**src/ncw_pkg.sv**
```systemverilog
// package: register map, field layout, reset values and timing for node config regs
`default_nettype none
package ncw_pkg;
  // register indices on the configuration bus
  localparam logic [7:0]  REG_NODE_CFG   = 8'h04;
  localparam logic [7:0]  REG_OSC_FREQ   = 8'h51;
  localparam logic [7:0]  REG_LINK_CTRL  = 8'h80;
  localparam logic [7:0]  REG_WDOG_CTRL  = 8'hD6;
  localparam logic [7:0]  REG_WDOG_DIS   = 8'hD7;
  // oscillator frequency field
  localparam int          FREQ_W         = 7;
  localparam logic [6:0]  FREQ_RST       = 7'h19;
  localparam logic [6:0]  FREQ_MIN       = 7'h05;
  localparam logic [6:0]  FREQ_MAX       = 7'h64;
  // node configuration
  localparam int          NODE_LOCK_BIT  = 31;
  localparam int          NODE_HDR_BIT   = 0;
  // link control and status fields
  localparam int          LNK_ERR_BIT    = 27;
  localparam int          LNK_ISSUED_BIT = 26;
  localparam int          LNK_HAVE_BIT   = 25;
  localparam int          LNK_INIT_BIT   = 24;
  localparam int          LNK_RXRST_BIT  = 23;
  localparam int          LNK_TRANS_LSB  = 11;
  localparam int          LNK_TOK_LSB    = 0;
  localparam int          LNK_GAP_W      = 11;
  localparam logic [10:0] LNK_GAP_RST    = 11'h001;
  // watchdog
  localparam int          WD_W           = 16;
  localparam logic [15:0] WD_TIMEOUT_RST = 16'h03E8;
  localparam logic [31:0] WD_DIS_KEY     = 32'h0D15AB1E;
  localparam logic [31:0] WD_EN_KEY      = 32'h00000000;
  localparam int          TICK_PER_MHZ   = 1000;
  localparam int          TICK_CNT_W     = 17;
  // processor reset delay: cycles per MHz of programmed frequency
  localparam int          RST_DELAY_PER_MHZ = 16;
  localparam int          RST_DELAY_W    = 12;
  // link tokens
  localparam int          TOK_W          = 9;
  localparam logic [8:0]  TOK_GREETING   = 9'h1E0;
  localparam logic [8:0]  TOK_CREDIT     = 9'h1E1;
  // configuration access answers
  typedef enum logic [1:0] {
    NCW_ANS_NONE = 2'b00,
    NCW_ANS_ACK  = 2'b01,
    NCW_ANS_NACK = 2'b10
  } ncw_ans_t;
endpackage : ncw_pkg
`default_nettype wire

```
**src/ncw_link_if.sv**
```systemverilog
// interface: token link between this node and the remote link endpoint
`default_nettype none
interface ncw_link_if;
  logic [8:0] dev_tok;
  logic       dev_tok_vld;
  logic [8:0] rem_tok;
  logic       rem_tok_vld;
  logic       rem_bad;
  logic       rem_ovf;
  modport dev (output dev_tok, output dev_tok_vld,
               input rem_tok, input rem_tok_vld, input rem_bad, input rem_ovf);
  modport rem (input dev_tok, input dev_tok_vld,
               output rem_tok, output rem_tok_vld, output rem_bad, output rem_ovf);
endinterface : ncw_link_if
`default_nettype wire

```
**src/ncw_node_regs.sv**
```systemverilog
// module: node configuration, link control/status and watchdog registers
//
// Functional notes
// - 7-bit MHz field, resets to 25
// - only 5..100 accepted, else NACK, unchanged
// - software rewrites frequency after start and change
// - frequency drives reset delay, tick, sleep clock
// - error bit 27 sets on overflow/bad token
// - bit 26 shows credit issued to remote
// - bit 25 shows own transmit credit held
// - bit 24 starts init, sends greeting, self-clears
// - remote answers greeting with credits
// - bit 23 resets receiver, self-clears
// - bits 21:11 transition spacing, reset 1
// - bits 10:0 token spacing, reset 1
// - 16-bit timeout in 1 ms ticks, reset 1000
// - watchdog counts only in active power state
// - timeout write needs complement, ACK else NACK
// - application kicks watchdog before expiry
// - expiry resets processor tile
// - upper half reads current count, reset 0
// - disable key resets/stops, zero enables
// - lock bit freezes node and link registers
`default_nettype none
module ncw_node_regs (
  // clock and reset
  input  wire logic              clk,
  input  wire logic              nrst,
  // configuration access
  input  wire logic              cfg_wr,
  input  wire logic              cfg_rd,
  input  wire logic [7:0]        cfg_addr,
  input  wire logic [31:0]       cfg_wdata,
  output logic [31:0]            cfg_rdata_q,
  output ncw_pkg::ncw_ans_t      cfg_ans_q,
  // power and kick
  input  wire logic              active_power_state,
  input  wire logic              wd_kick,
  // link
  ncw_link_if.dev                link,
  // derived controls
  output logic                   tile_reset_q,
  output logic                   rx_resync_q,
  output logic                   sleep_tick_q
);
  logic [6:0]  freq_q;
  logic        lock_q, hdr_q;
  logic        err_q, issued_q, have_q;
  logic [10:0] trans_gap_q, tok_gap_q;
  logic [15:0] wd_to_q, wd_cnt_q;
  logic        wd_en_q, wd_restart;
  logic [31:0] wd_dis_q;
  logic [16:0] tick_div_q;
  logic        tick_q;
  logic [11:0] rst_dly_q;
  logic        init_req_q, tok_busy, trans_busy, tok_start;
  logic        wr_node, wr_freq, wr_link, wr_wdc, wr_wdd, rd_link, freq_ok, cmp_ok;
  logic [16:0] tick_top;

  assign wr_node = cfg_wr && cfg_addr == ncw_pkg::REG_NODE_CFG && !lock_q;
  assign wr_freq = cfg_wr && cfg_addr == ncw_pkg::REG_OSC_FREQ;
  assign wr_link = cfg_wr && cfg_addr == ncw_pkg::REG_LINK_CTRL && !lock_q;
  assign wr_wdc  = cfg_wr && cfg_addr == ncw_pkg::REG_WDOG_CTRL;
  assign wr_wdd  = cfg_wr && cfg_addr == ncw_pkg::REG_WDOG_DIS;
  assign rd_link = cfg_rd && cfg_addr == ncw_pkg::REG_LINK_CTRL;
  assign freq_ok = cfg_wdata[6:0] >= ncw_pkg::FREQ_MIN && cfg_wdata[6:0] <= ncw_pkg::FREQ_MAX
                   && cfg_wdata[31:7] == 25'h0000000;
  assign cmp_ok  = cfg_wdata[31:16] == ~cfg_wdata[15:0];

  // node configuration: lock is sticky until reset
  always_ff @(posedge clk) begin
    if (!nrst) begin
      lock_q <= 1'b0;
      hdr_q  <= 1'b0;
    end else if (wr_node) begin
      lock_q <= cfg_wdata[ncw_pkg::NODE_LOCK_BIT];
      hdr_q  <= cfg_wdata[ncw_pkg::NODE_HDR_BIT];
    end
  end

  always_ff @(posedge clk) begin
    if (!nrst) begin
      freq_q <= ncw_pkg::FREQ_RST;
    end else if (wr_freq && freq_ok) begin
      freq_q <= cfg_wdata[6:0];
    end
  end

  // link spacing fields and self-clearing commands
  always_ff @(posedge clk) begin
    if (!nrst) begin
      trans_gap_q <= ncw_pkg::LNK_GAP_RST;
      tok_gap_q   <= ncw_pkg::LNK_GAP_RST;
      init_req_q  <= 1'b0;
      rx_resync_q <= 1'b0;
    end else begin
      rx_resync_q <= wr_link && cfg_wdata[ncw_pkg::LNK_RXRST_BIT];
      if (wr_link) begin
        trans_gap_q <= cfg_wdata[ncw_pkg::LNK_TRANS_LSB +: ncw_pkg::LNK_GAP_W];
        tok_gap_q   <= cfg_wdata[ncw_pkg::LNK_TOK_LSB +: ncw_pkg::LNK_GAP_W];
      end
      if (wr_link && cfg_wdata[ncw_pkg::LNK_INIT_BIT]) begin
        init_req_q <= 1'b1;
      end else if (tok_start) begin
        init_req_q <= 1'b0;
      end
    end
  end

  // greeting leaves once both spacings have elapsed since the last token
  assign tok_start = init_req_q && !tok_busy && !trans_busy;
  ncw_gap_timer u_tok_gap (
    .clk   (clk),
    .nrst  (nrst),
    .start (tok_start),
    .gap   (tok_gap_q),
    .busy  (tok_busy)
  );
  ncw_gap_timer u_trans_gap (
    .clk   (clk),
    .nrst  (nrst),
    .start (tok_start),
    .gap   (trans_gap_q),
    .busy  (trans_busy)
  );

  always_ff @(posedge clk) begin
    if (!nrst) begin
      link.dev_tok     <= 9'h000;
      link.dev_tok_vld <= 1'b0;
    end else begin
      link.dev_tok     <= ncw_pkg::TOK_GREETING;
      link.dev_tok_vld <= tok_start;
    end
  end

  // credit and error status; set beats clear on error
  always_ff @(posedge clk) begin
    if (!nrst) begin
      err_q    <= 1'b0;
      issued_q <= 1'b0;
      have_q   <= 1'b0;
    end else begin
      if (link.rem_bad || link.rem_ovf) begin
        err_q <= 1'b1;
      end else if (rd_link) begin
        err_q <= 1'b0;
      end
      if (tok_start) begin
        have_q <= 1'b0;
      end else if (link.rem_tok_vld && link.rem_tok == ncw_pkg::TOK_CREDIT) begin
        have_q <= 1'b1;
      end
      if (link.rem_tok_vld && link.rem_tok == ncw_pkg::TOK_GREETING) begin
        issued_q <= 1'b1;
      end else if (rx_resync_q) begin
        issued_q <= 1'b0;
      end
    end
  end

  // 1 kHz tick from programmed MHz
  assign tick_top = 17'(freq_q * ncw_pkg::TICK_PER_MHZ) - 17'h00001;
  always_ff @(posedge clk) begin
    if (!nrst) begin
      tick_div_q   <= 17'h00000;
      tick_q       <= 1'b0;
      sleep_tick_q <= 1'b0;
    end else begin
      tick_q       <= tick_div_q >= tick_top;
      sleep_tick_q <= tick_div_q >= tick_top && !active_power_state;
      tick_div_q   <= (tick_div_q >= tick_top) ? 17'h00000 : tick_div_q + 17'h00001;
    end
  end

  // watchdog; disable register holds the last written key
  always_ff @(posedge clk) begin
    if (!nrst) begin
      wd_dis_q <= ncw_pkg::WD_DIS_KEY;
      wd_en_q  <= 1'b0;
    end else if (wr_wdd) begin
      wd_dis_q <= cfg_wdata;
      if (cfg_wdata == ncw_pkg::WD_DIS_KEY) begin
        wd_en_q <= 1'b0;
      end else if (cfg_wdata == ncw_pkg::WD_EN_KEY) begin
        wd_en_q <= 1'b1;
      end
    end
  end

  always_ff @(posedge clk) begin
    if (!nrst) begin
      wd_to_q <= ncw_pkg::WD_TIMEOUT_RST;
    end else if (wr_wdc && cmp_ok) begin
      wd_to_q <= cfg_wdata[15:0];
    end
  end

  // count of elapsed ticks; a good timeout write also acts as a kick
  assign wd_restart = wd_kick || (wr_wdc && cmp_ok);
  always_ff @(posedge clk) begin
    if (!nrst) begin
      wd_cnt_q <= 16'h0000;
    end else if (!wd_en_q || wd_restart || tile_reset_q) begin
      wd_cnt_q <= 16'h0000;
    end else if (tick_q && active_power_state) begin
      wd_cnt_q <= wd_cnt_q + 16'h0001;
    end
  end

  // processor reset held for a frequency-scaled delay after expiry
  always_ff @(posedge clk) begin
    if (!nrst) begin
      rst_dly_q    <= 12'h000;
      tile_reset_q <= 1'b0;
    end else if (wd_en_q && !tile_reset_q && wd_cnt_q >= wd_to_q) begin
      tile_reset_q <= 1'b1;
      rst_dly_q    <= 12'(freq_q * ncw_pkg::RST_DELAY_PER_MHZ);
    end else if (rst_dly_q != 12'h000) begin
      rst_dly_q <= rst_dly_q - 12'h001;
    end else begin
      tile_reset_q <= 1'b0;
    end
  end

  // read data and answers
  always_ff @(posedge clk) begin
    if (!nrst) begin
      cfg_rdata_q <= 32'h00000000;
      cfg_ans_q   <= ncw_pkg::NCW_ANS_NONE;
    end else begin
      cfg_ans_q <= ncw_pkg::NCW_ANS_NONE;
      if (cfg_wr) begin
        if (cfg_addr == ncw_pkg::REG_OSC_FREQ) begin
          cfg_ans_q <= freq_ok ? ncw_pkg::NCW_ANS_ACK : ncw_pkg::NCW_ANS_NACK;
        end else if (cfg_addr == ncw_pkg::REG_WDOG_CTRL) begin
          cfg_ans_q <= cmp_ok ? ncw_pkg::NCW_ANS_ACK : ncw_pkg::NCW_ANS_NACK;
        end else if (cfg_addr == ncw_pkg::REG_WDOG_DIS || cfg_addr == ncw_pkg::REG_NODE_CFG
                     || cfg_addr == ncw_pkg::REG_LINK_CTRL) begin
          cfg_ans_q <= ncw_pkg::NCW_ANS_ACK;
        end else begin
          cfg_ans_q <= ncw_pkg::NCW_ANS_NACK;
        end
      end else if (cfg_rd) begin
        cfg_ans_q   <= ncw_pkg::NCW_ANS_ACK;
        cfg_rdata_q <= 32'h00000000;
        if (cfg_addr == ncw_pkg::REG_NODE_CFG) begin
          cfg_rdata_q <= {lock_q, 30'h00000000, hdr_q};
        end else if (cfg_addr == ncw_pkg::REG_OSC_FREQ) begin
          cfg_rdata_q <= {25'h0000000, freq_q};
        end else if (cfg_addr == ncw_pkg::REG_LINK_CTRL) begin
          cfg_rdata_q <= {4'h0, err_q, issued_q, have_q, 3'h0,
                          trans_gap_q, tok_gap_q};
        end else if (cfg_addr == ncw_pkg::REG_WDOG_CTRL) begin
          cfg_rdata_q <= {wd_cnt_q, wd_to_q};
        end else if (cfg_addr == ncw_pkg::REG_WDOG_DIS) begin
          cfg_rdata_q <= wd_dis_q;
        end else begin
          cfg_ans_q <= ncw_pkg::NCW_ANS_NACK;
        end
      end
    end
  end
endmodule : ncw_node_regs
`default_nettype wire

```
**src/ncw_gap_timer.sv**
```systemverilog
// module: programmable cycle spacer, reloads on start and holds busy until the gap has passed
`default_nettype none
module ncw_gap_timer (
  // clock and reset
  input  wire logic        clk,
  input  wire logic        nrst,
  // control
  input  wire logic        start,
  input  wire logic [10:0] gap,
  // status
  output logic             busy
);
  logic [10:0] cnt_q;
  always_ff @(posedge clk) begin
    if (!nrst) begin
      cnt_q <= 11'h000;
    end else if (start) begin
      cnt_q <= gap;
    end else if (cnt_q != 11'h000) begin
      cnt_q <= cnt_q - 11'h001;
    end
  end
  assign busy = (cnt_q != 11'h000);
endmodule : ncw_gap_timer
`default_nettype wire

```
**src/flat_wrapper.sv**
```systemverilog
// flat-port wrapper written by rule: the top's interface ports become plain ports
module ncw_node_regs_flat 
  (clk, nrst, cfg_wr, cfg_rd, cfg_addr, cfg_wdata, cfg_rdata_q, cfg_ans_q, active_power_state, wd_kick, tile_reset_q, rx_resync_q, sleep_tick_q, link_dev_tok, link_dev_tok_vld, link_rem_tok, link_rem_tok_vld, link_rem_bad, link_rem_ovf);
  ncw_link_if link_i ();
  input  wire logic clk;
  input  wire logic nrst;
  input  wire logic cfg_wr;
  input  wire logic cfg_rd;
  input  wire logic [7:0] cfg_addr;
  input  wire logic [31:0] cfg_wdata;
  output logic [31:0] cfg_rdata_q;
  output ncw_pkg::ncw_ans_t cfg_ans_q;
  input  wire logic active_power_state;
  input  wire logic wd_kick;
  output logic tile_reset_q;
  output logic rx_resync_q;
  output logic sleep_tick_q;
  output wire logic [$bits(link_i.dev_tok)-1:0] link_dev_tok;
  output wire logic [$bits(link_i.dev_tok_vld)-1:0] link_dev_tok_vld;
  input wire logic [$bits(link_i.rem_tok)-1:0] link_rem_tok;
  input wire logic [$bits(link_i.rem_tok_vld)-1:0] link_rem_tok_vld;
  input wire logic [$bits(link_i.rem_bad)-1:0] link_rem_bad;
  input wire logic [$bits(link_i.rem_ovf)-1:0] link_rem_ovf;
  assign link_dev_tok = link_i.dev_tok;
  assign link_dev_tok_vld = link_i.dev_tok_vld;
  assign link_i.rem_tok = link_rem_tok;
  assign link_i.rem_tok_vld = link_rem_tok_vld;
  assign link_i.rem_bad = link_rem_bad;
  assign link_i.rem_ovf = link_rem_ovf;
  ncw_node_regs u_core (.clk(clk), .nrst(nrst), .cfg_wr(cfg_wr), .cfg_rd(cfg_rd), .cfg_addr(cfg_addr), .cfg_wdata(cfg_wdata), .cfg_rdata_q(cfg_rdata_q), .cfg_ans_q(cfg_ans_q), .active_power_state(active_power_state), .wd_kick(wd_kick), .link(link_i), .tile_reset_q(tile_reset_q), .rx_resync_q(rx_resync_q), .sleep_tick_q(sleep_tick_q));
endmodule
```
**config.mk**
```make
export PLATFORM = sky130hd
export DESIGN_NAME = ncw_node_regs_flat
export DESIGN_NICKNAME = d
export VERILOG_FILES = /design/src/ncw_pkg.sv /design/src/ncw_link_if.sv /design/src/ncw_node_regs.sv /design/src/ncw_gap_timer.sv /design/src/flat_wrapper.sv
export SDC_FILE = /design/constraint.sdc
export NUM_CORES = 1
export LEC_CHECK = 0
export BUFFER_PORTS_ARGS = -buffer_cell sky130_fd_sc_hd__buf_2
export CORE_MARGIN = 1.5
export CORE_UTILIZATION = 60
export DETAILED_ROUTE_END_ITERATION = 12
export HOLD_SLACK_MARGIN = 0.08
export PLACE_DENSITY = 0.81
export SLEW_MARGIN = 5
export SYNTH_ARGS = -nofsm -noshare
export SYNTH_HDL_FRONTEND = slang
export SYNTH_SLANG_ARGS = --single-unit
```
**constraint.sdc**
```tcl
create_clock -name clk -period 7.6 [get_ports clk]
set_input_delay 0.76 -clock clk [delete_from_list [all_inputs] [get_ports clk]]
set_output_delay 0.76 -clock clk [all_outputs]
set_load 0.01 [all_outputs]
```
==> results of run 1 <==
==> path summary, 6_finish.rpt <==
path                                     from                                to  cells after the start
max             u_core.freq_q[1]$_SDFFE_PN0P_  u_core.tick_div_q[15]$_SDFF_PP0_                     20
min          u_core.wd_dis_q[23]$_SDFFE_PN0P_  u_core.wd_dis_q[23]$_SDFFE_PN0P_                      2
max reg2reg     u_core.freq_q[1]$_SDFFE_PN0P_  u_core.tick_div_q[15]$_SDFF_PP0_                     20
min reg2reg  u_core.wd_dis_q[23]$_SDFFE_PN0P_  u_core.wd_dis_q[23]$_SDFFE_PN0P_                      2
==> cells by family (layout without fill, tap and decap cells) <==
| logic type | Yosys count | after routing | synth area share (%) |
|---|---|---|---|
| XOR/XNOR | 87 | 87 | 7.31 |
| other | 1 | 5 | 0.0360 |
| AND/OR/NAND/NOR | 503 | 503 | 22.3 |
| adder cells (fa/ha/maj) | 88 | 88 | 11.9 |
| multiplexers | 27 | 27 | 2.62 |
| AO/OA/AOI/OAI | 214 | 214 | 14.3 |
| flip-flops | 191 | 191 | 36.7 |
| buffers and inverters | 121 | 195 | 4.85 |
==> worst max-delay path, cell delays in order (launching register included) <==
cell and delay [ps]:
dfxtp_1 560, fa_1 530, fa_1 520, inv_1 50
fa_1 470, fa_1 510, inv_1 40, ha_1 370
nand3_1 110, nand2_1 90, or3_4 380, a211oi_2 270
or3b_4 430, and2b_2 230, xnor2_1 120, ha_1 270
a21o_1 160, a21o_1 170, a221oi_1 610, nand2_1 500
nor2_1 250
==> routing by layer <==
layer / global-route usage (%) / up-vias
met5: 0 / -
met4: 13.6 / 0
met3: 5.93 / 75
met2: 51.3 / 431
met1: 42.4 / 4470
li1: - / 4419
==> power breakdown <==
| group | switching, W | total, W | internal, W |
|---|---|---|---|
| clock | 0.000417 | 0.000927 | 0.000510 |
| combinational | 0.000291 | 0.000497 | 0.000206 |
| sequential | 0.0000543 | 0.00112 | 0.00106 |
==> metrics by stage <==
stage                     power, W  setup slack (ps)  util, %
after floorplan            0.00151              1640        -
after global placement     0.00161              1140     64.3
after detailed placement   0.00162               899     64.3
after CTS                  0.00253               855     67.8
after global routing       0.00265               562     67.8
final                      0.00254               874     67.8
==> area by class of cell <==
| type | count | share of cell area [%] |
|---|---|---|
| Clock inverter | 12 | 1.28 |
| Sequential cell | 191 | 33.0 |
| Timing Repair Buffer | 109 | 4.92 |
| Clock buffer | 19 | 3.90 |
| Multi-Input combinational cell | 924 | 52.7 |
| Inverter | 55 | 1.79 |
| Tap cell | 225 | 2.43 |
==> layout by cell type, fill, tap and decap left out, types with 8 or more instances in the layout <==
cell	count
mux2i_1	25
a21oi_1	79
nor4_1	14
nor2_1	144
and3_1	11
a21o_1	12
xor2_1	44
inv_1	54
nand4_1	26
a22o_1	8
a222oi_1	20
buf_2	99
a22oi_1	9
clkbuf_16	17
fa_1	18
a211oi_1	11
nand2_1	187
o21ai_0	14
nor2b_1	8
ha_1	70
a2bb2oi_1	18
buf_4	10
nand3_1	46
nor3_1	23
xnor2_1	43
dfxtp_1	191
==> state kept, by name (all words and copies together) (netlist names), 7 cells and up <==
register,count
u_core.wd_dis_q,32
u_core.freq_q,7
u_core.tick_div_q,17
u_core.u_tok_gap.cnt_q,11
u_core.tok_gap_q,11
u_core.wd_cnt_q,16
u_core.u_trans_gap.cnt_q,11
u_core.rst_dly_q,12
u_core.trans_gap_q,11
u_core.wd_to_q,16
u_core.cfg_rdata_q,32
==> results.md, run 1 <==
* Outcome: complete, no violations
* HPWL after DPL at 20,400 microns
* Total CTS buffers at 17
* Share of layout cells above drive strength 1 at between 10% and 20%
* Startpoint types: flop
* Number of port buffers at 99
* TNS Setup at 0 ps
* Peak supply drop at about 0.00021 V
* Yosys warnings at 0
* Hold Vio Cnt, Final at 0
* CTS tree: yes
* FF-to-FF setup slack at roughly 870 ps
* Top-count cell post-synth: dfxtp_1
* DR iter-0 viols at roughly 1,200
* Cells after DPL at between 1,500 and 2,000
* CP Data Required Time at 7970 ps
* Met2 WL at about 13,000 microns
* Top sig layer: met4
* Final instance area at 11,600 sq um
* RSZ-0062 raised after global routing: no
* Cell Pwr Density at ~220 nW/um^2
* Worst-Margin Slew at approximately 1100 ps
* Worst skew pair latency at roughly 450 ps
* Chip height at between 100 and 150 microns
* Core area at approximately 17,000 sq um
* Initial antenna violation count at 0
* Synth async-reset ratio at 0%
* GRT overflow at 0
* Filler instances at between 1,000 and 1,500
* DR vias at 9,395
* Total Routing Usage GR at approximately a third
* WHS at 457 ps
* Final setup fails at 0
* Slew headroom at between 20% and 30%
* Area of the multi-input gates at 6120 sq um
* Mapped Area at approximately 10,000 sq um
* Global-route wire length before repair at 45,800 microns
* Synth-to-Final Area Change at 11.3%
* Antenna viol nets, final at 0
* Max-slew violation count at 0
* # resized after CTS at 0
* Reg area at ~3800 sq um
* Syn Area/Cell at ~8.5 sq um
* CP Class: reg -> reg
* CTS Sinks at roughly 190
* Vias in the first global route at roughly 8,900
* Non-filler cells, final at 1,535
* Setup Buffers After CTS at 0
* WL final at 28,600 microns
* Final net count at roughly 1,400
* Worst Skew at between 10 and 15 ps
* Post-synthesis sequential area ratio at 36.7%
* H-tree depth at 4
* WP data arrival at around 7100 ps
* CTS Hold Buffers Added at 0
* Die W at about 130 microns
* Vias per cell at slightly above 6
* Distinct cells, synth at 71
* Synth Flop Type: dfxtp_1
* Yosys top cell by area: dfxtp_1
* LEAKAGE at between 5 and 6 nW
* N_diodes at 0
* Clock Path Buffers at 2
* Met3 routed WL at approximately 2500 microns
* Synth cell count leaders: 191 x dfxtp_1, 187 x nand2_1, 144 x nor2_1
* Area fraction of the dominant cell type after synthesis at between 30% and 40%
* Post-synth EDFFs at 0
* F_max at roughly 150 MHz
* Drt wl/cell at between 15 and 20 microns
* Tmin final at about 6700 ps
* Top Ports at about 110
* Final period util at about nine tenths
* Number of core rows at 48
* Worst-path clk slew at ~80 ps
* Synth top area cells: dfxtp_1 37%, ha_1 8.4%, nand2_1 6.7%, nor2_1 5.2%, a21oi_1 3.8%
* Number of max-cap violations at 0
* Yosys reg bits at around 190
* Pin count of the biggest net entering global routing at 97
* Die footprint at around 18,000 sq um
* Router iterations before antenna repair at 6
* Worst setup EP type: flop
* Routability cong. at 0.944
* Initial Util at between 60% and 70%
* Synthesized netlist cell count at ~1,200
* Crit Path Max Fanout at 16
* Tightest Hold Check Type: reg -> reg
* DRC at 0
* CTS root buf: clkbuf_16
* Wl on met1 at around 12,000 microns
* DP Area at roughly 11,000 sq um
Power figures use the tool's default switching activity.
==> run 2: changes to the inputs <==
--- a/config.mk
+++ b/config.mk
@@ -5,12 +5,13 @@
 export SDC_FILE = /design/constraint.sdc
 export NUM_CORES = 1
 export LEC_CHECK = 0
+export ABC_AREA = 1
 export BUFFER_PORTS_ARGS = -buffer_cell sky130_fd_sc_hd__buf_2
 export CORE_MARGIN = 1.5
-export CORE_UTILIZATION = 60
+export CORE_UTILIZATION = 61
 export DETAILED_ROUTE_END_ITERATION = 12
 export HOLD_SLACK_MARGIN = 0.08
-export PLACE_DENSITY = 0.81
+export PLACE_DENSITY = 0.82
 export SLEW_MARGIN = 5
 export SYNTH_ARGS = -nofsm -noshare
 export SYNTH_HDL_FRONTEND = slang
==> results.md, run 2 <==
* Worst-case reg-to-reg path depth at 23 (+15%)
* Number of port buffers at 99 (unchanged)
* Largest regs: u_core.cfg_rdata_q (32), u_core.wd_dis_q (32), u_core.tick_div_q (17)
* Hold Vio Cnt, Final at 0 (unchanged)
* Core area at 18,200 sq um (+6.4%)
* CP Class: reg -> reg
* Global-route wire length before repair at 52,300 microns (+14%)
* Startpoint types: flop
* Distinct cells, synth at 50 (-30%)
* Commonest non-fill, non-tap cell in the layout: nand2_1
* Non-filler cells, final at 1,967 (+28%)
* CTS tree: yes
* F_max at 172 MHz (+16%)
* Syn Area/Cell at 6.95 sq um (-18%)
* DR iter-0 viols at 1,034 (-13%)
* Synth-to-Final Area Change at 10.0%
* Slew headroom at 19.7% (-4.5 points)
* Yosys reg bits at 191 (unchanged)
* Final period util at 76.4% (-12 points)
* Top-count cell post-synth: nand2_1
* Die W at 140 microns (+4.0%)
* Filler instances at 1,580 (+14%)
* Worst setup EP type: flop
* Vias in the first global route at 10,090 (+13%)
* Vias per cell at 5.63 (-8.0%)
* Post-synth EDFFs at 0 (unchanged)
* HPWL after DPL at 24,500 microns (+20%)
* Final setup fails at 0 (unchanged)
* CTS Sinks at 191 (unchanged)
* Synth async-reset ratio at 0% (unchanged)
* DRC at 0 (unchanged)
* GRT overflow at 0 (unchanged)
* Number of core rows at 49 (+2.1%)
* CTS Hold Buffers Added at 0 (unchanged)
* Synth top area cells: dfxtp_1 33%, nand2_1 13%, ha_1 7.6%, inv_1 6.9%, a21oi_1 5.9%
* Crit Path Max Fanout at 18 (+2)
* Number of max-cap violations at 0 (unchanged)
* RSZ-0062 raised after global routing: no
* Cell Pwr Density at 200 nW/um^2 (-8.7%)
* Synthesized netlist cell count at 1,652 (+34%)
* Die footprint at 19,700 sq um (+8.2%)
* TNS Setup at 0 ps (unchanged)
* Routability cong. at 0.950 (+0.61%)
* Tightest Hold Check Type: reg -> reg
* Drt wl/cell at 16.6 microns (-11%)
* LEAKAGE at 5.87 nW (+17%)
* Synth cell count leaders: 405 x nand2_1, 211 x inv_1, 191 x dfxtp_1
* Mapped Area at 11,500 sq um (+10%)
* Cells after DPL at 1,934 (+29%)
* WL final at 32,600 microns (+14%)
* Worst skew pair latency at 440 ps (about the same)
* Total CTS buffers at 17 (unchanged)
* Clock Path Buffers at 2 (unchanged)
* Share of layout cells above drive strength 1 at 9.84% (-2.6 points)
* Yosys top cell by area: dfxtp_1
* Area fraction of the dominant cell type after synthesis at 33.3% (-3.4 points)
* Tot Pwr at 0.00252 W (-0.64%)
* Total Routing Usage GR at 33.8% (+1.8 points)
* Yosys warnings at 0 (unchanged)
* H-tree depth at 4 (unchanged)
* Most frequent cells in the layout: 405 x nand2_1, 211 x inv_1, 191 x dfxtp_1
* Worst-Margin Slew at 1200 ps (+64.1 ps)
* Hold Path Depth at 2 (unchanged)
* # resized after CTS at 0 (unchanged)
* Final net count at 1,870 (+30%)
* Outcome: complete, no violations
* Initial antenna violation count at 1 (+1)
* CP Data Required Time at 7950 ps (-20 ps)
* Chip height at 140 microns (+4.0%)
* Top Ports at 105 (unchanged)
* Max-slew violation count at 0 (unchanged)
* Tmin final at 5810 ps (-917 ps)
* Antenna viol nets, final at 0 (unchanged)
* WP data arrival at 6160 ps (-940 ps)
* CTS root buf: clkbuf_16
* Worst Skew at 13.6 ps (-0.841 ps)
* Peak supply drop at 0.000174 V (-18%)
* Synth Flop Type: dfxtp_1
* Router iterations before antenna repair at 6 (unchanged)
* Worst-path clk slew at 80 ps (about the same)
* Post-synthesis sequential area ratio at 33.3% (-3.4 points)
* Initial Util at 63.1% (+2.2 points)
* Pin count of the biggest net entering global routing at 87 (-10%)
* DR vias at 11,077 (+18%)
* Setup Buffers After CTS at 0 (unchanged)
## run 2: cell count changes after synthesis, sizes merged, moves of 14 or more
cell     delta
nor3       +23
o21ai      +62
nor4       -14
nor2       +40
o211ai     +21
a2bb2oi    -18
nand2     +222
a21oi      +56
xnor2      -25
mux2i      -25
a222oi     -20
nand3      +37
inv       +163
## run 2: through the flow
stage	util, %	instance area [sq um]	worst slack [ps]	hold WS (ps)
3_3_place_gp	66.1	12000	1960	437
3_5_place_dp	66.1	12000	1790	443
6_report	69.4	12600	1790	457
4_1_cts	69.3	12600	1790	454
5_1_grt	69.4	12600	1220	479
2_1_floorplan	-	11500	2490	428
## run 2: logic make-up after synthesis
family	Yosys count	share of synthesized area, %
xor gates and xnor gates	54	4.12
DFF	191	33.3
other	1	0.0327
AOI/OAI and AO/OA	269	13.1
adders and majority gates	88	10.8
and+or+nand+nor	776	29.2
buffers and inverters	273	9.51
## run 2: final cells by class
cell class	instances	area, sq um	share of cell area, %
flip-flops and latches	191	3820	30.3
clock buffers	19	443	3.51
diodes	1	2.50	0.0198
clock inverters	13	141	1.12
multi-input cells	1192	6590	52.1
repair buffers	103	526	4.16
inverters	219	822	6.51
well taps	229	287	2.27
## run 2: worst max-delay path, cell delays in order, from the launching register on
cell and delay [ps]:
dfxtp_1 520, fa_1 520, fa_1 520, inv_1 50
fa_1 480, fa_1 510, inv_1 40, ha_1 350
inv_1 110, nand2_1 100, nand3_1 110, nand2_1 70
nand2_1 60, nand2_1 90, nor2_1 210, nand2_1 100
o21ai_0 170, nand2_1 80, ha_1 320, a21oi_1 140
o21ai_0 100, nor2_1 110, nand4_1 590, nor3b_1 380
## run 2: final timing paths
path / start / slack [ps] / to
worst max register to register: u_core.freq_q[1]$_SDFFE_PN0P_ / 1790 / u_core.tick_div_q[12]$_SDFF_PP0_
worst min register to register: u_core.wd_dis_q[22]$_SDFFE_PN0P_ / 460 / u_core.wd_dis_q[22]$_SDFFE_PN0P_
worst min-delay path: u_core.wd_dis_q[22]$_SDFFE_PN0P_ / 460 / u_core.wd_dis_q[22]$_SDFFE_PN0P_
worst max-delay path: u_core.freq_q[1]$_SDFFE_PN0P_ / 1790 / u_core.tick_div_q[12]$_SDFF_PP0_
## run 2: power breakdown
part | leakage, nW | switching, W | internal [W]
combinational | 4.04 | 0.000334 | 0.000202
clock | 0.281 | 0.000441 | 0.000449
sequential | 1.55 | 0.0000398 | 0.00106
## run 2: per-layer routing
layer / wire length (microns) / share of wire (%) / global-route usage [%]
met4: 687 / 2.1 / 10.4
met1: 14700 / 45 / 48.9
met3: 3200 / 9.8 / 7.35
met5: 0 / 0 / 0
met2: 14100 / 43 / 50.4
==> run 3: changes to the inputs <==
--- a/config.mk
+++ b/config.mk
@@ -5,13 +5,13 @@
 export SDC_FILE = /design/constraint.sdc
 export NUM_CORES = 1
 export LEC_CHECK = 0
-export ABC_AREA = 1
+export ABC_AREA = 0
 export BUFFER_PORTS_ARGS = -buffer_cell sky130_fd_sc_hd__buf_2
 export CORE_MARGIN = 1.5
-export CORE_UTILIZATION = 61
+export CORE_UTILIZATION = 54
 export DETAILED_ROUTE_END_ITERATION = 12
 export HOLD_SLACK_MARGIN = 0.08
-export PLACE_DENSITY = 0.82
+export PLACE_DENSITY = 0.77
 export SLEW_MARGIN = 5
 export SYNTH_ARGS = -nofsm -noshare
 export SYNTH_HDL_FRONTEND = slang
==> constraint.sdc (replaced) <==
create_clock -name clk -period 5.1 [get_ports clk]
set_input_delay 0.51 -clock clk [delete_from_list [all_inputs] [get_ports clk]]
set_output_delay 0.51 -clock clk [all_outputs]
set_load 0.01 [all_outputs]
==> results.md, run 3 (same netlist as run 1, synthesis figures left out) <==
* WP data arrival at 5900 ps (-260 ps)
* Worst setup EP type: flop
* Crit Reg-Reg Startpoint: u_core.freq_q[2]$_SDFFE_PN0P_
* Slowest cell on the critical path: fa_1
* Number of core rows at 50 (+2.0%)
* Area of the multi-input gates at 6250 sq um (-5.1%)
* Max-slew violation count at 0 (unchanged)
* Worst Skew at 11.4 ps (-2.20 ps)
* Cell Pwr Density at 309 nW/um^2 (+55%)
* Tightest Hold Check Type: in -> reg
* Final net count at 1,488 (-20%)
* F_max at 181 MHz (+5.3%)
* CP Data Required Time at 5480 ps (-2470 ps)
* RR Endpoint: u_core.tick_div_q[1]$_SDFF_PP0_
* Total CTS buffers at 17 (unchanged)
* Non-filler cells, final at 1,616 (-18%)
* Worst-path cell chain: fa_1 > fa_1 > inv_1 > fa_1 > fa_1 > inv_2 > ha_4 > nand3_1 > nand2_2 > or3_4 > a211oi_2 > or3b_4 > and2b_2 > xnor2_2 > ha_1 > a21o_1 > a21o_1 > a221oi_4 > buf_4 > and3_1
* Final period util at 108% (+32 points)
* Vias in the first global route at 8,958 (-11%)
* DR iter-0 viols at 920 (-11%)
* Clock Path Buffers at 2 (unchanged)
* Most frequent CP cell: fa_1
* Drt wl/cell at 18.4 microns (+11%)
* Hold Path Origin: link_rem_ovf
* Hold Path Depth at 3 (+1)
* Reg area at 3830 sq um (+0.29%)
* DP Area at 11,400 sq um (-5.2%)
* Final instance area at 12,100 sq um (-4.2%)
* DR vias at 9,576 (-14%)
* Worst skew pair latency at 440 ps (about the same)
* Die footprint at 20,100 sq um (+2.5%)
* GRT overflow at 0 (unchanged)
* Tot Pwr at 0.00374 W (+48%)
* Routability cong. at 0.917 (-3.4%)
* Number of port buffers at 99 (unchanged)
* LEAKAGE at 5.23 nW (-11%)
* Peak supply drop at 0.000251 V (+45%)
* Met2 Usage GRT at 49.5% (-0.87 points)
* Gr busiest metal: met2
* Die W at 142 microns (+1.2%)
* GRT met1 Usage at 39.0% (-9.9 points)
* RSZ-0062 raised after global routing: yes
* Core area at 18,800 sq um (+3.4%)
* Tmin final at 5520 ps (-290 ps)
* Total Routing Usage GR at 29.6% (-4.2 points)
* Top Ports at 105 (unchanged)
* Router iterations before antenna repair at 7 (+1)
* Global-route wire length before repair at 46,700 microns (-11%)
* Outcome: complete, but fails checks
* HPWL after DPL at 21,200 microns (-13%)
* Met3 Resource Use GR at 5.40% (-2.0 points)
* CTS tree: yes
* Worst-path clk slew at 70 ps (about the same)
* Failing checks: negative setup slack
* Pin count of the biggest net entering global routing at 62 (-29%)
* Startpoint types: flop
* Largest regs: u_core.cfg_rdata_q (32), u_core.wd_dis_q (32), u_core.tick_div_q (17)
* Commonest non-fill, non-tap cell in the layout: dfxtp_1
* Hold EP: u_core.err_q$_SDFFE_PN0P_
* Worst-Margin Slew at 1060 ps (-144 ps)
* Final setup fails at 19 (+19)
* Antenna viol nets, final at 0 (unchanged)
* CTS root buf: clkbuf_16
* Initial Util at 55.3% (-7.7 points)
* Synth-to-Final Area Change at 16.1%
* Cells after DPL at 1,582 (-18%)
* DRC at 0 (unchanged)
* Vias per cell at 5.93 (+5.2%)
* Share of layout cells above drive strength 1 at 17.1% (+7.3 points)
* Final worst setup slack at -420 ps (-2210 ps)
* Filler instances at 1,578 (-0.13%)
* WL final at 29,700 microns (-8.9%)
* Chip height at 142 microns (+1.2%)
* Worst-case reg-to-reg path depth at 20 (-13%)
* Post-layout util at 64.2% (-5.1 points)
* H-tree depth at 4 (unchanged)
* Hold Vio Cnt, Final at 0 (unchanged)
* CP Class: reg -> reg
* Number of max-cap violations at 0 (unchanged)
* Slew headroom at 29.5% (+9.8 points)
* FF-to-FF setup slack at -420 ps (-2210 ps)
* CP max stage delay at 500 ps (-90 ps)
* CTS Sinks at 191 (unchanged)
* Initial antenna violation count at 0 (-1)
* Most frequent cells in the layout: 186 x dfxtp_1, 185 x nand2_1, 137 x nor2_1
* Crit Path Max Fanout at 5 (-13)
## run 3: cell count changes in the layout (fill, tap and decap cells not counted), moves of 21 or more
| cell | before | now |
|---|---|---|
| mux2i_1 | 0 | 25 |
| xnor2_1 | 18 | 42 |
| o211ai_1 | 25 | 4 |
| nand3_1 | 82 | 45 |
| nand2_1 | 405 | 185 |
| nor2_1 | 172 | 137 |
| nor3_1 | 46 | 23 |
| inv_1 | 211 | 53 |
| a21oi_1 | 136 | 79 |
| o21ai_0 | 75 | 14 |
| buf_4 | 4 | 53 |
## run 3: timing repair
item / in CTS / in global routing
gates resized for setup: 3 / 15
pin swaps: 1 / 4
setup buffers: 0 / 0
hold endpoints to repair: 0 / 0
cloned: 1 / 0
hold buffers: 0 / 0
setup endpoints to repair: 19 / 19
## run 3: worst max-delay path by stage
stage,slack (ps),cells past startpoint,startpoint,to
2_1_floorplan,-280,21,u_core.freq_q[0]$_SDFFE_PN1P_,u_core.tick_div_q[10]$_SDFF_PP0_
3_3_place_gp,-250,20,u_core.freq_q[0]$_SDFFE_PN1P_,u_core.tick_div_q[9]$_SDFF_PP0_
3_5_place_dp,-360,18,u_core.freq_q[3]$_SDFFE_PN1P_,u_core.tick_div_q[15]$_SDFF_PP0_
4_1_cts,-340,20,u_core.freq_q[0]$_SDFFE_PN1P_,u_core.tick_div_q[6]$_SDFF_PP0_
5_1_grt,-580,22,u_core.freq_q[0]$_SDFFE_PN1P_,u_core.tick_div_q[11]$_SDFF_PP0_
6_report,-420,20,u_core.freq_q[2]$_SDFFE_PN0P_,u_core.tick_div_q[1]$_SDFF_PP0_
## run 3: power breakdown
part | switching, W | internal [W] | total, W
clock network | 0.000636 | 0.000705 | 0.00134
logic | 0.000431 | 0.000309 | 0.000739
registers | 0.0000792 | 0.00158 | 0.00166
total | 0.00115 | 0.00259 | 0.00374
## run 3: stage by stage
| stage | setup TNS (ps) | hold WS (ps) | worst slack (ps) |
|---|---|---|---|
| 3_3_place_gp | -4260 | 440 | -245 |
| 2_1_floorplan | -3540 | 433 | -280 |
| 5_1_grt | -10610 | 297 | -583 |
| 3_5_place_dp | -6210 | 447 | -358 |
| 6_report | -7210 | 309 | -420 |
| 4_1_cts | -6020 | 299 | -345 |
## run 3: layout make-up
class                           instances  area share (%)
Antenna cell                            1          0.0207
Tap cell                              260            2.69
Inverter                               55            1.72
Clock inverter                         14            1.20
Multi-Input combinational cell        925            51.6
Clock buffer                           18            3.63
Timing Repair Buffer                  152            7.39
Sequential cell                       191            31.7
## run 3: critical path: cells and delay by family (launching register included)
| kind | cells | cell delay (ps) |
|---|---|---|
| AOI/OAI and AO/OA | 4 | 910 |
| xor gates and xnor gates | 1 | 70 |
| adders and majority gates | 6 | 2510 |
| buffers and inverters | 3 | 290 |
| DFF | 1 | 370 |
| and+or+nand+nor | 6 | 1300 |
## run 3: metal layers
layer / wire [microns] / share of wire, % / up-vias
met5: 0 / 0 / -
met4: 534 / 1.8 / 0
li1: - / - / 4518
met2: 14400 / 48 / 428
met3: 2180 / 7.3 / 49
met1: 12700 / 43 / 4581
